[src/hw/err_cnt_defines.svh]
// Offsets, field positions, reset values and period counts of the error counters.
// Assumes inclusion by bare name from the design file and the bench.
`ifndef ERR_CNT_DEFINES_SVH
`define ERR_CNT_DEFINES_SVH

// ==========================================================================
// Register indices (byte address is four times the index)
`define IDX_CFG        8'h41
`define IDX_LINE_HIGH  8'h42
`define IDX_LINE_LOW   8'h43
`define IDX_PATH_HIGH  8'h44
`define IDX_PATH_LOW   8'h45
`define IDX_OOS_HIGH   8'h46
`define IDX_OOS_LOW    8'h47

// ==========================================================================
// Configuration fields and reset
`define CFG_RESET      8'h00
`define CFG_WR_MASK    8'h7F
`define BIT_XZ_SEL     0
`define BIT_OOS_KIND   1
`define BIT_FS_EN      2
`define BIT_VIOL_KIND  3
`define BIT_ACC_MODE   4
`define BIT_PERIOD     5
`define BIT_MANUAL     6

// ==========================================================================
// Counts and periods (periods in received frames)
`define CNT_RESET      16'h0000
`define CNT_MAX        16'hFFFF
`define T1_SHORT_FRAMES 14'd333
`define E1_SHORT_FRAMES 14'd500
`define ONE_SEC_FRAMES 8000
`define ZRUN_NO_SUBST  5'd16
`define ZRUN_SUBST     5'd8

`endif

[src/hw/err_cnt_pkg.sv]
// Types shared by the error counter block.
// Assumes the defines header supplies all numeric constants.
package err_cnt_pkg;

    // ======================================================================
    // Configuration register fields, bit 7 first
    typedef struct packed {
        logic unused;
        logic manual_latch_request;
        logic update_period_select;
        logic accumulation_mode_select;
        logic e1_violation_kind_select;
        logic fs_error_report_enable;
        logic oos_count_kind_select;
        logic excess_zero_count_select;
    } cfg_s;

    // Framer sync and mode levels
    typedef struct packed {
        logic e1_mode;
        logic esf_mode;
        logic zero_subst_enable;
        logic receive_sync_lost;
        logic fas_sync_lost;
        logic crc4_mf_sync_lost;
        logic fas_search;
    } rx_state_s;

    // Counter slots
    typedef enum logic [1:0] {
        CNT_LINE = 2'b00,
        CNT_PATH = 2'b01,
        CNT_OOS  = 2'b10
    } cnt_idx_e;

endpackage : err_cnt_pkg

[src/hw/line_path_error_counters.sv]
// Line, path and out-of-sync error counters with APB register access.
// Assumes framer strobes are one-cycle pulses synchronous to pclk.
//
// Notes on behaviour
// - E1 line counter counts BPVs with kind bit 0, CVs with 1.
// - Mode bit 0 uses periodic select; mode bit 1 uses manual latch bit.
// - T1 latches every second, or every 333 frames with period bit set.
// - E1 latches every second, or every 500 frames with period bit set.
// - Manual bit rising latches counts next cycle; counters restart from any coincident event.
// - T1 line counter: BPVs, optional zeros, skips B8ZS words, ignores sync.
// - T1 excess zeros: 16 zeros without B8ZS, 8 zeros with it.
// - E1 BPVs are same-polarity marks, HDB3 words excluded when enabled.
// - E1 code violation is consecutive BPVs of the same polarity.
// - E1 line counter counts regardless of sync, saturates at 65535.
// - Count shown as high byte at lower address, low byte next.
// - T1 path counts CRC6 in ESF; Ft, plus Fs if enabled, in D4.
// - T1 path counter pauses while receive sync is lost.
// - E1 path counts CRC-4 errors, pauses on FAS or CRC-4 loss only.
// - T1 multiframe mode counts multiframes out of sync, runs during loss.
// - T1 F-bit mode counts Ft or FPS errors, pauses during sync loss.
// - E1 out-of-sync counter counts FAS word errors, off during sync loss.
// - E1 FAS errors not counted while searching for alignment.
// - All counters hold at maximum instead of wrapping.
// - In T1, out-of-sync kind bit 1 counts multiframes, 0 framing-bit errors.
`timescale 1ns/1ps
`include "err_cnt_defines.svh"

module line_path_error_counters
    import err_cnt_pkg::*;
#(
    parameter int SEC_FRAMES = `ONE_SEC_FRAMES
) (
    // Clock and reset
    input  wire logic        pclk,
    input  wire logic        presetn,
    // APB slave
    input  wire logic        psel,
    input  wire logic        penable,
    input  wire logic        pwrite,
    input  wire logic [9:0]  paddr,
    input  wire logic [31:0] pwdata,
    output logic      [31:0] prdata,
    output logic             pready,
    output logic             pslverr,
    // Receive framer levels
    input  wire rx_state_s   rx_state,
    // Receive framer strobes
    input  wire logic        frame_tick,
    input  wire logic        multiframe_tick,
    input  wire logic        rx_bit_valid,
    input  wire logic        rx_bit_mark,
    input  wire logic        bpv_strobe,
    input  wire logic        bpv_polarity,
    input  wire logic        subst_codeword,
    input  wire logic        crc_error,
    input  wire logic        ft_error,
    input  wire logic        fs_error,
    input  wire logic        fps_error,
    input  wire logic        fas_word_error,
    // Status
    output logic             latch_pulse
);

    // ======================================================================
    // State
    cfg_s        cfg_reg;
    logic        manual_prev_reg;
    logic [4:0]  zrun_reg;
    logic        last_pol_reg;
    logic        last_valid_reg;
    logic [13:0] frame_cnt_reg;
    logic [15:0] cnt_reg  [3];
    logic [15:0] held_reg [3];
    logic [2:0]  ev;
    logic        manual_go;
    logic        periodic_go;
    logic        latch_now;
    logic [13:0] period;
    logic [4:0]  zrun_limit;
    logic        zrun_ev;
    logic        bpv_ok;
    logic        cv_ev;
    logic        e1;
    logic        sync_lost;

    assign e1        = rx_state.e1_mode;
    assign sync_lost = rx_state.receive_sync_lost;

    // ======================================================================
    // APB access
    logic       acc;
    logic [7:0] idx;
    logic [7:0] rd_byte;
    logic       hit;

    assign acc    = psel & penable;
    assign idx    = paddr[9:2];
    assign pready = 1'b1;

    // Read mux; high byte sits at the lower index
    always_comb begin
        rd_byte = 8'h00;
        hit     = 1'b1;
        case (idx)
            `IDX_CFG:       rd_byte = cfg_reg & `CFG_WR_MASK;
            `IDX_LINE_HIGH: rd_byte = held_reg[CNT_LINE][15:8];
            `IDX_LINE_LOW:  rd_byte = held_reg[CNT_LINE][7:0];
            `IDX_PATH_HIGH: rd_byte = held_reg[CNT_PATH][15:8];
            `IDX_PATH_LOW:  rd_byte = held_reg[CNT_PATH][7:0];
            `IDX_OOS_HIGH:  rd_byte = held_reg[CNT_OOS][15:8];
            `IDX_OOS_LOW:   rd_byte = held_reg[CNT_OOS][7:0];
            default:        hit = 1'b0;
        endcase
    end

    // Unmapped addresses answer with an error
    assign pslverr = acc & ~hit;

    // Read data register
    always_ff @(posedge pclk or negedge presetn) begin
        if (!presetn) begin
            prdata <= 32'h0000_0000;
        end else if (psel & ~penable & ~pwrite) begin
            prdata <= {24'h00_0000, rd_byte};
        end
    end

    // Configuration register; bit 7 is kept at zero
    always_ff @(posedge pclk or negedge presetn) begin
        if (!presetn) begin
            cfg_reg <= `CFG_RESET;
        end else if (acc & pwrite & (idx == `IDX_CFG)) begin
            cfg_reg <= pwdata[7:0] & `CFG_WR_MASK;
        end
    end

    // ======================================================================
    // Latch timing
    assign period = cfg_reg.update_period_select
                  ? (e1 ? `E1_SHORT_FRAMES : `T1_SHORT_FRAMES)
                  : 14'(SEC_FRAMES);
    assign manual_go = cfg_reg.accumulation_mode_select
                     & cfg_reg.manual_latch_request & ~manual_prev_reg;
    assign periodic_go = ~cfg_reg.accumulation_mode_select & frame_tick
                       & (frame_cnt_reg >= period - 14'd1);
    assign latch_now = manual_go | periodic_go;

    // Manual request edge memory
    always_ff @(posedge pclk or negedge presetn) begin
        if (!presetn) begin
            manual_prev_reg <= 1'b0;
        end else begin
            manual_prev_reg <= cfg_reg.manual_latch_request;
        end
    end

    // Received frame counter for periodic latching
    always_ff @(posedge pclk or negedge presetn) begin
        if (!presetn) begin
            frame_cnt_reg <= 14'd0;
        end else if (periodic_go) begin
            frame_cnt_reg <= 14'd0;
        end else if (frame_tick) begin
            frame_cnt_reg <= frame_cnt_reg + 14'd1;
        end
    end

    // Status pulse on each periodic latch
    always_ff @(posedge pclk or negedge presetn) begin
        if (!presetn) begin
            latch_pulse <= 1'b0;
        end else begin
            latch_pulse <= periodic_go;
        end
    end

    // ======================================================================
    // Line code events
    assign zrun_limit = rx_state.zero_subst_enable ? `ZRUN_SUBST : `ZRUN_NO_SUBST;
    assign zrun_ev = rx_bit_valid & ~rx_bit_mark & (zrun_reg == zrun_limit - 5'd1);
    assign bpv_ok  = bpv_strobe & ~(rx_state.zero_subst_enable & subst_codeword);
    assign cv_ev   = bpv_strobe & last_valid_reg & (bpv_polarity == last_pol_reg);

    // Zero run length
    always_ff @(posedge pclk or negedge presetn) begin
        if (!presetn) begin
            zrun_reg <= 5'd0;
        end else if (rx_bit_valid) begin
            zrun_reg <= (rx_bit_mark | zrun_ev) ? 5'd0 : zrun_reg + 5'd1;
        end
    end

    // Polarity of the last bipolar violation
    always_ff @(posedge pclk or negedge presetn) begin
        if (!presetn) begin
            last_pol_reg   <= 1'b0;
            last_valid_reg <= 1'b0;
        end else if (bpv_strobe) begin
            last_pol_reg   <= bpv_polarity;
            last_valid_reg <= 1'b1;
        end
    end

    // ======================================================================
    // Event selection per counter
    always_comb begin
        if (e1) begin
            ev[CNT_LINE] = cfg_reg.e1_violation_kind_select ? cv_ev : bpv_ok;
            ev[CNT_PATH] = crc_error & ~rx_state.fas_sync_lost
                         & ~rx_state.crc4_mf_sync_lost;
            ev[CNT_OOS]  = fas_word_error & ~sync_lost & ~rx_state.fas_search;
        end else begin
            ev[CNT_LINE] = bpv_ok | (cfg_reg.excess_zero_count_select & zrun_ev);
            ev[CNT_PATH] = ~sync_lost & (rx_state.esf_mode ? crc_error
                         : ft_error | (cfg_reg.fs_error_report_enable & fs_error));
            if (cfg_reg.oos_count_kind_select) begin
                ev[CNT_OOS] = multiframe_tick & sync_lost;
            end else begin
                ev[CNT_OOS] = ~sync_lost & (rx_state.esf_mode ? fps_error : ft_error);
            end
        end
    end

    // ======================================================================
    // Saturating counters and their latched copies
    for (genvar i = 0; i < 3; i++) begin : g_cnt
        // Count, or restart with the coincident event on a latch
        always_ff @(posedge pclk or negedge presetn) begin
            if (!presetn) begin
                cnt_reg[i] <= `CNT_RESET;
            end else if (latch_now) begin
                cnt_reg[i] <= {15'd0, ev[i]};
            end else if (ev[i] && cnt_reg[i] != `CNT_MAX) begin
                cnt_reg[i] <= cnt_reg[i] + 16'd1;
            end
        end

        // Readable copy
        always_ff @(posedge pclk or negedge presetn) begin
            if (!presetn) begin
                held_reg[i] <= `CNT_RESET;
            end else if (latch_now) begin
                held_reg[i] <= cnt_reg[i];
            end
        end
    end
endmodule : line_path_error_counters

[config.mk]
export PLATFORM = sky130hd
export DESIGN_NAME = line_path_error_counters
export DESIGN_NICKNAME = d
export VERILOG_FILES = /design/src/hw/err_cnt_pkg.sv /design/src/hw/line_path_error_counters.sv
export VERILOG_INCLUDE_DIRS = /design/src /design/src/hw
export SDC_FILE = /design/constraint.sdc
export NUM_CORES = 1
export LEC_CHECK = 0
export BUFFER_PORTS_ARGS = -buffer_cell sky130_fd_sc_hd__buf_2
export CORE_MARGIN = 4
export CORE_UTILIZATION = 52
export DETAILED_ROUTE_END_ITERATION = 6
export PLACE_DENSITY = 0.76
export SLEW_MARGIN = 20
export SYNTH_ARGS = -nofsm -noshare
export SYNTH_HDL_FRONTEND = slang
export SYNTH_SLANG_ARGS = --single-unit
[constraint.sdc]
create_clock -name pclk -period 2.3 [get_ports pclk]
set_input_delay 0.46 -clock pclk [delete_from_list [all_inputs] [get_ports pclk]]
set_output_delay 0.46 -clock pclk [all_outputs]
set_load 0.01 [all_outputs]
==> run_results.csv <==
group,metric,value,unit
job,cap_violations,0,
critical_path,endpoint_kind,"flop",
finish,nNetsFinal,813,
critical_path,cp-start-kind,"flop",
critical_path,required,2.61,ns
global_routing,grt_pass1_vias,5358,
timing,fin_ws,-0.138,ns
critical_path,crit_family,"compound AO/OA/AOI/OAI gates",
critical_path,crit_chain,"nand2_2 -> inv_2 -> ha_4 -> a21oi_4 -> nor2_2 -> o311ai_4 -> o211ai_4 -> buf_12 -> buf_12 -> mux2_4",
critical_path,endpoint,"held_reg[35]",
synthesis,synthDistinctLibCells,61,
critical_path,r2r_slack,-0.14,ns
power_and_ir_drop,finalPower,6.37,mW
drt,wl_per_cell,17.9,um
synthesis,synth_top_area_frac,0.465,
placement,place_congestion,0.913,
finish,finish.utilization,0.648,
drt,via_per_inst,5.63,
timing,finClkSkew,0.0123,ns
cts,path_clk_slew,0.06,ns
critical_path,critical_path.most_common_cell,"buf_12",
synthesis,synth_common_cells,"dfrtp_1, nor2_1, mux2_4",
drt,routed_wl,16500,um
synthesis,ys_ff_latch,134,
timing,setup_viol,76,
synthesis,synthArstFlopShare,1.00,
power_and_ir_drop,power_leakage,4.02,nW
floorplanning,io_pins,101,
synthesis,yosys.area.top_type,"dfrtp_1",
critical_path,max_stage_delay,0.55,ns
drt,dr.pass1.iters,5,
synthesis,syn_avg_cell_area,11.1,sq um
drt,drc,0,
global_routing,antenna_found_initial,1,
placement,placedCellCount,879,
hold_path,hold_class,"in -> async",
timing,fin_crit_sh,1.06,
floorplanning,core_area,13400,sq um
critical_path,r2r_end,"held_reg[35]",
placement,dpl_cell_area,7820,sq um
synthesis,synth_most_common_cell,"dfrtp_1",
global_routing,grt_overflow,0,
critical_path,critical_path.slowest_cell,"dfrtp_2",
cts,cts_max_level,4,
drt,postRouteAntennaNets,0,
floorplanning,dieArea,15800,sq um
placement,place_hpwl,11600,um
critical_path,worstPathArrival,2.75,ns
finish,drive_gt1_frac,0.318,
timing,max_slew_margin,0.608,
run_status,status,"complete, but fails checks",
finish,final_area,8680,sq um
finish,area_delta_synth_final,20.5,%
critical_path,r2r-start,"cfg_reg[5]",
timing,timing.hold.ws,0.0210,ns
cts,cts_sinks,134,
global_routing,grt_start_max_net_pins,40,
placement,io_buffers,48,
critical_path,path_max_fanout,16,
cts,postCtsHoldBufs,0,
timing,rsz0062_at_grt,"true",
run_status,violations,"setup timing",
floorplanning,start_util,0.538,
critical_path,crit_start,"cfg_reg[5]",
global_routing,grt_pass1_wl,26900,um
synthesis,yosys_warnings,0,
timing,slew_viol_final,0,
synthesis,synthCells,651,
synthesis,yosys-top-cells-area,"dfrtp_1, mux2_4, xor2_1, nor2_1, buf_4",
drt,vias,5184,
critical_path,critical_path_class,"reg -> reg",
synthesis,synth_edf_count,0,
synthesis,seq_area_frac_synth,0.465,
placement,place_ws,-0.209,ns
cts,cts_buffer_depth,2,
critical_path,r2r.worst_path.cells,10,
floorplanning,die_w,126,um
floorplanning,num_rows,42,
timing,tightest_slew,0.588,ns
floorplanning,die_y,126,um
timing,final-hold-violation-count,0,
global_routing,grt.total_usage,0.216,
synthesis,ys.flop_type,"dfrtp_1",
timing,max_clock_freq,0.410,GHz
power_and_ir_drop,ir_worst_vdd,0.546,mV
drt,drt_iter0_drc,392,
synthesis,syn_area,7200,sq um
power_and_ir_drop,powerDensity,733,nW/um^2
timing,period_needed,2.44,ns
critical_path,crit_cells,10,
cts,cts_tree,"yes",
finish,final_cells,920,
cts,clk_latency,0.43,ns
timing,final.setup.tns,-6.94,ns
cts,cts_made_buffers,17,
cts,cts_root_buf,"clkbuf_16",
critical_path,critPathBufInv,3,
layout by cell type (no fill, tap or decap), types with 3 or more instances in the layout:
| cell | netlist | final |
|---|---|---|
| a21o_1 | 3 | 3 |
| a21oi_1 | 13 | 8 |
| a21oi_2 | 0 | 4 |
| a22o_1 | 3 | 3 |
| a31oi_1 | 3 | 3 |
| and3_1 | 15 | 15 |
| and4_1 | 10 | 9 |
| buf_12 | 0 | 9 |
| buf_2 | 8 | 47 |
| buf_4 | 30 | 26 |
| buf_6 | 5 | 3 |
| clkbuf_16 | 0 | 18 |
| clkbuf_8 | 0 | 5 |
| clkinv_2 | 0 | 4 |
| conb_1 | 2 | 25 |
| dfrtp_1 | 134 | 133 |
| ha_1 | 17 | 11 |
| ha_4 | 0 | 6 |
| inv_1 | 13 | 11 |
| mux2_2 | 17 | 17 |
| mux2_4 | 47 | 47 |
| mux2i_1 | 8 | 8 |
| mux4_2 | 4 | 4 |
| nand2_1 | 46 | 44 |
| nand3_1 | 39 | 39 |
| nand4_1 | 15 | 15 |
| nor2_1 | 71 | 54 |
| nor2_2 | 0 | 17 |
| nor3_1 | 13 | 13 |
| o21ai_0 | 19 | 18 |
| o31ai_1 | 4 | 4 |
| or3_1 | 5 | 5 |
| xnor2_1 | 16 | 16 |
| xor2_1 | 38 | 38 |
layout make-up:
cell class                 count  area, sq um
clock buffer                  24          502
inverter                      13         48.8
multi-input combinational    476         3740
timing repair buffer          88          724
fill                         977         4720
sequential                   134         3350
tap                          176          220
antenna                        1         2.50
clock inverter                 8         95.1
where the power goes:
part           internal (mW)  switching, mW
Sequential              2.57          0.276
Clock                   1.73          0.983
Combinational          0.371          0.444
worst register-to-register path, cell delays in order (launching register included):
cell and delay (ns):
dfrtp_2 0.55, nand2_2 0.12, inv_2 0.09, ha_4 0.22, a21oi_4 0.12, nor2_2 0.06, o311ai_4 0.37, o211ai_4 0.15
buf_12 0.17, buf_12 0.16, mux2_4 0.32
metal layers:
layer | vias up | track usage | routed length (um)
li1 | 2419 | - | -
met1 | 2590 | 0.270 | 6940
met2 | 133 | 0.353 | 8360
met3 | 42 | 0.0563 | 744
met4 | 0 | 0.0982 | 461
met5 | - | 0 | 0
how the worst min path moves through the flow:
stage	from	end	slack [ns]	depth (start not counted)
after floorplan	presetn	cfg_reg[0]	0.16	0
after global placement	last_valid_reg	last_valid_reg	0.45	1
after detailed placement	zrun_reg[4]	zrun_reg[4]	0.47	1
after CTS	presetn	zrun_reg[1]	0.03	1
after global routing	presetn	zrun_reg[1]	0.05	1
final	presetn	frame_cnt_reg[11]	0.02	1
cells by family (layout without fill, tap and decap cells):
| logic type | count (synthesis) | after routing | share of synthesized area |
|---|---|---|---|
| AND/OR/NAND/NOR | 233 | 233 | 0.161 |
| AO/OA/AOI/OAI | 69 | 69 | 0.0702 |
| XOR/XNOR | 54 | 54 | 0.0656 |
| other | 2 | 26 | 0.00104 |
| multiplexers | 78 | 78 | 0.151 |
| buffers and inverters | 64 | 133 | 0.0556 |
| flip-flops | 134 | 134 | 0.465 |
| adder cells (fa/ha/maj) | 17 | 17 | 0.0295 |
timing repair:
action	CTS	global route
setup buffers	3	3
cloned	2	1
hold endpoints to repair	0	0
pin swaps	6	4
gates resized for setup	20	18
setup endpoints to repair	77	107
No activity file was read; power rests on OpenSTA's default activity.
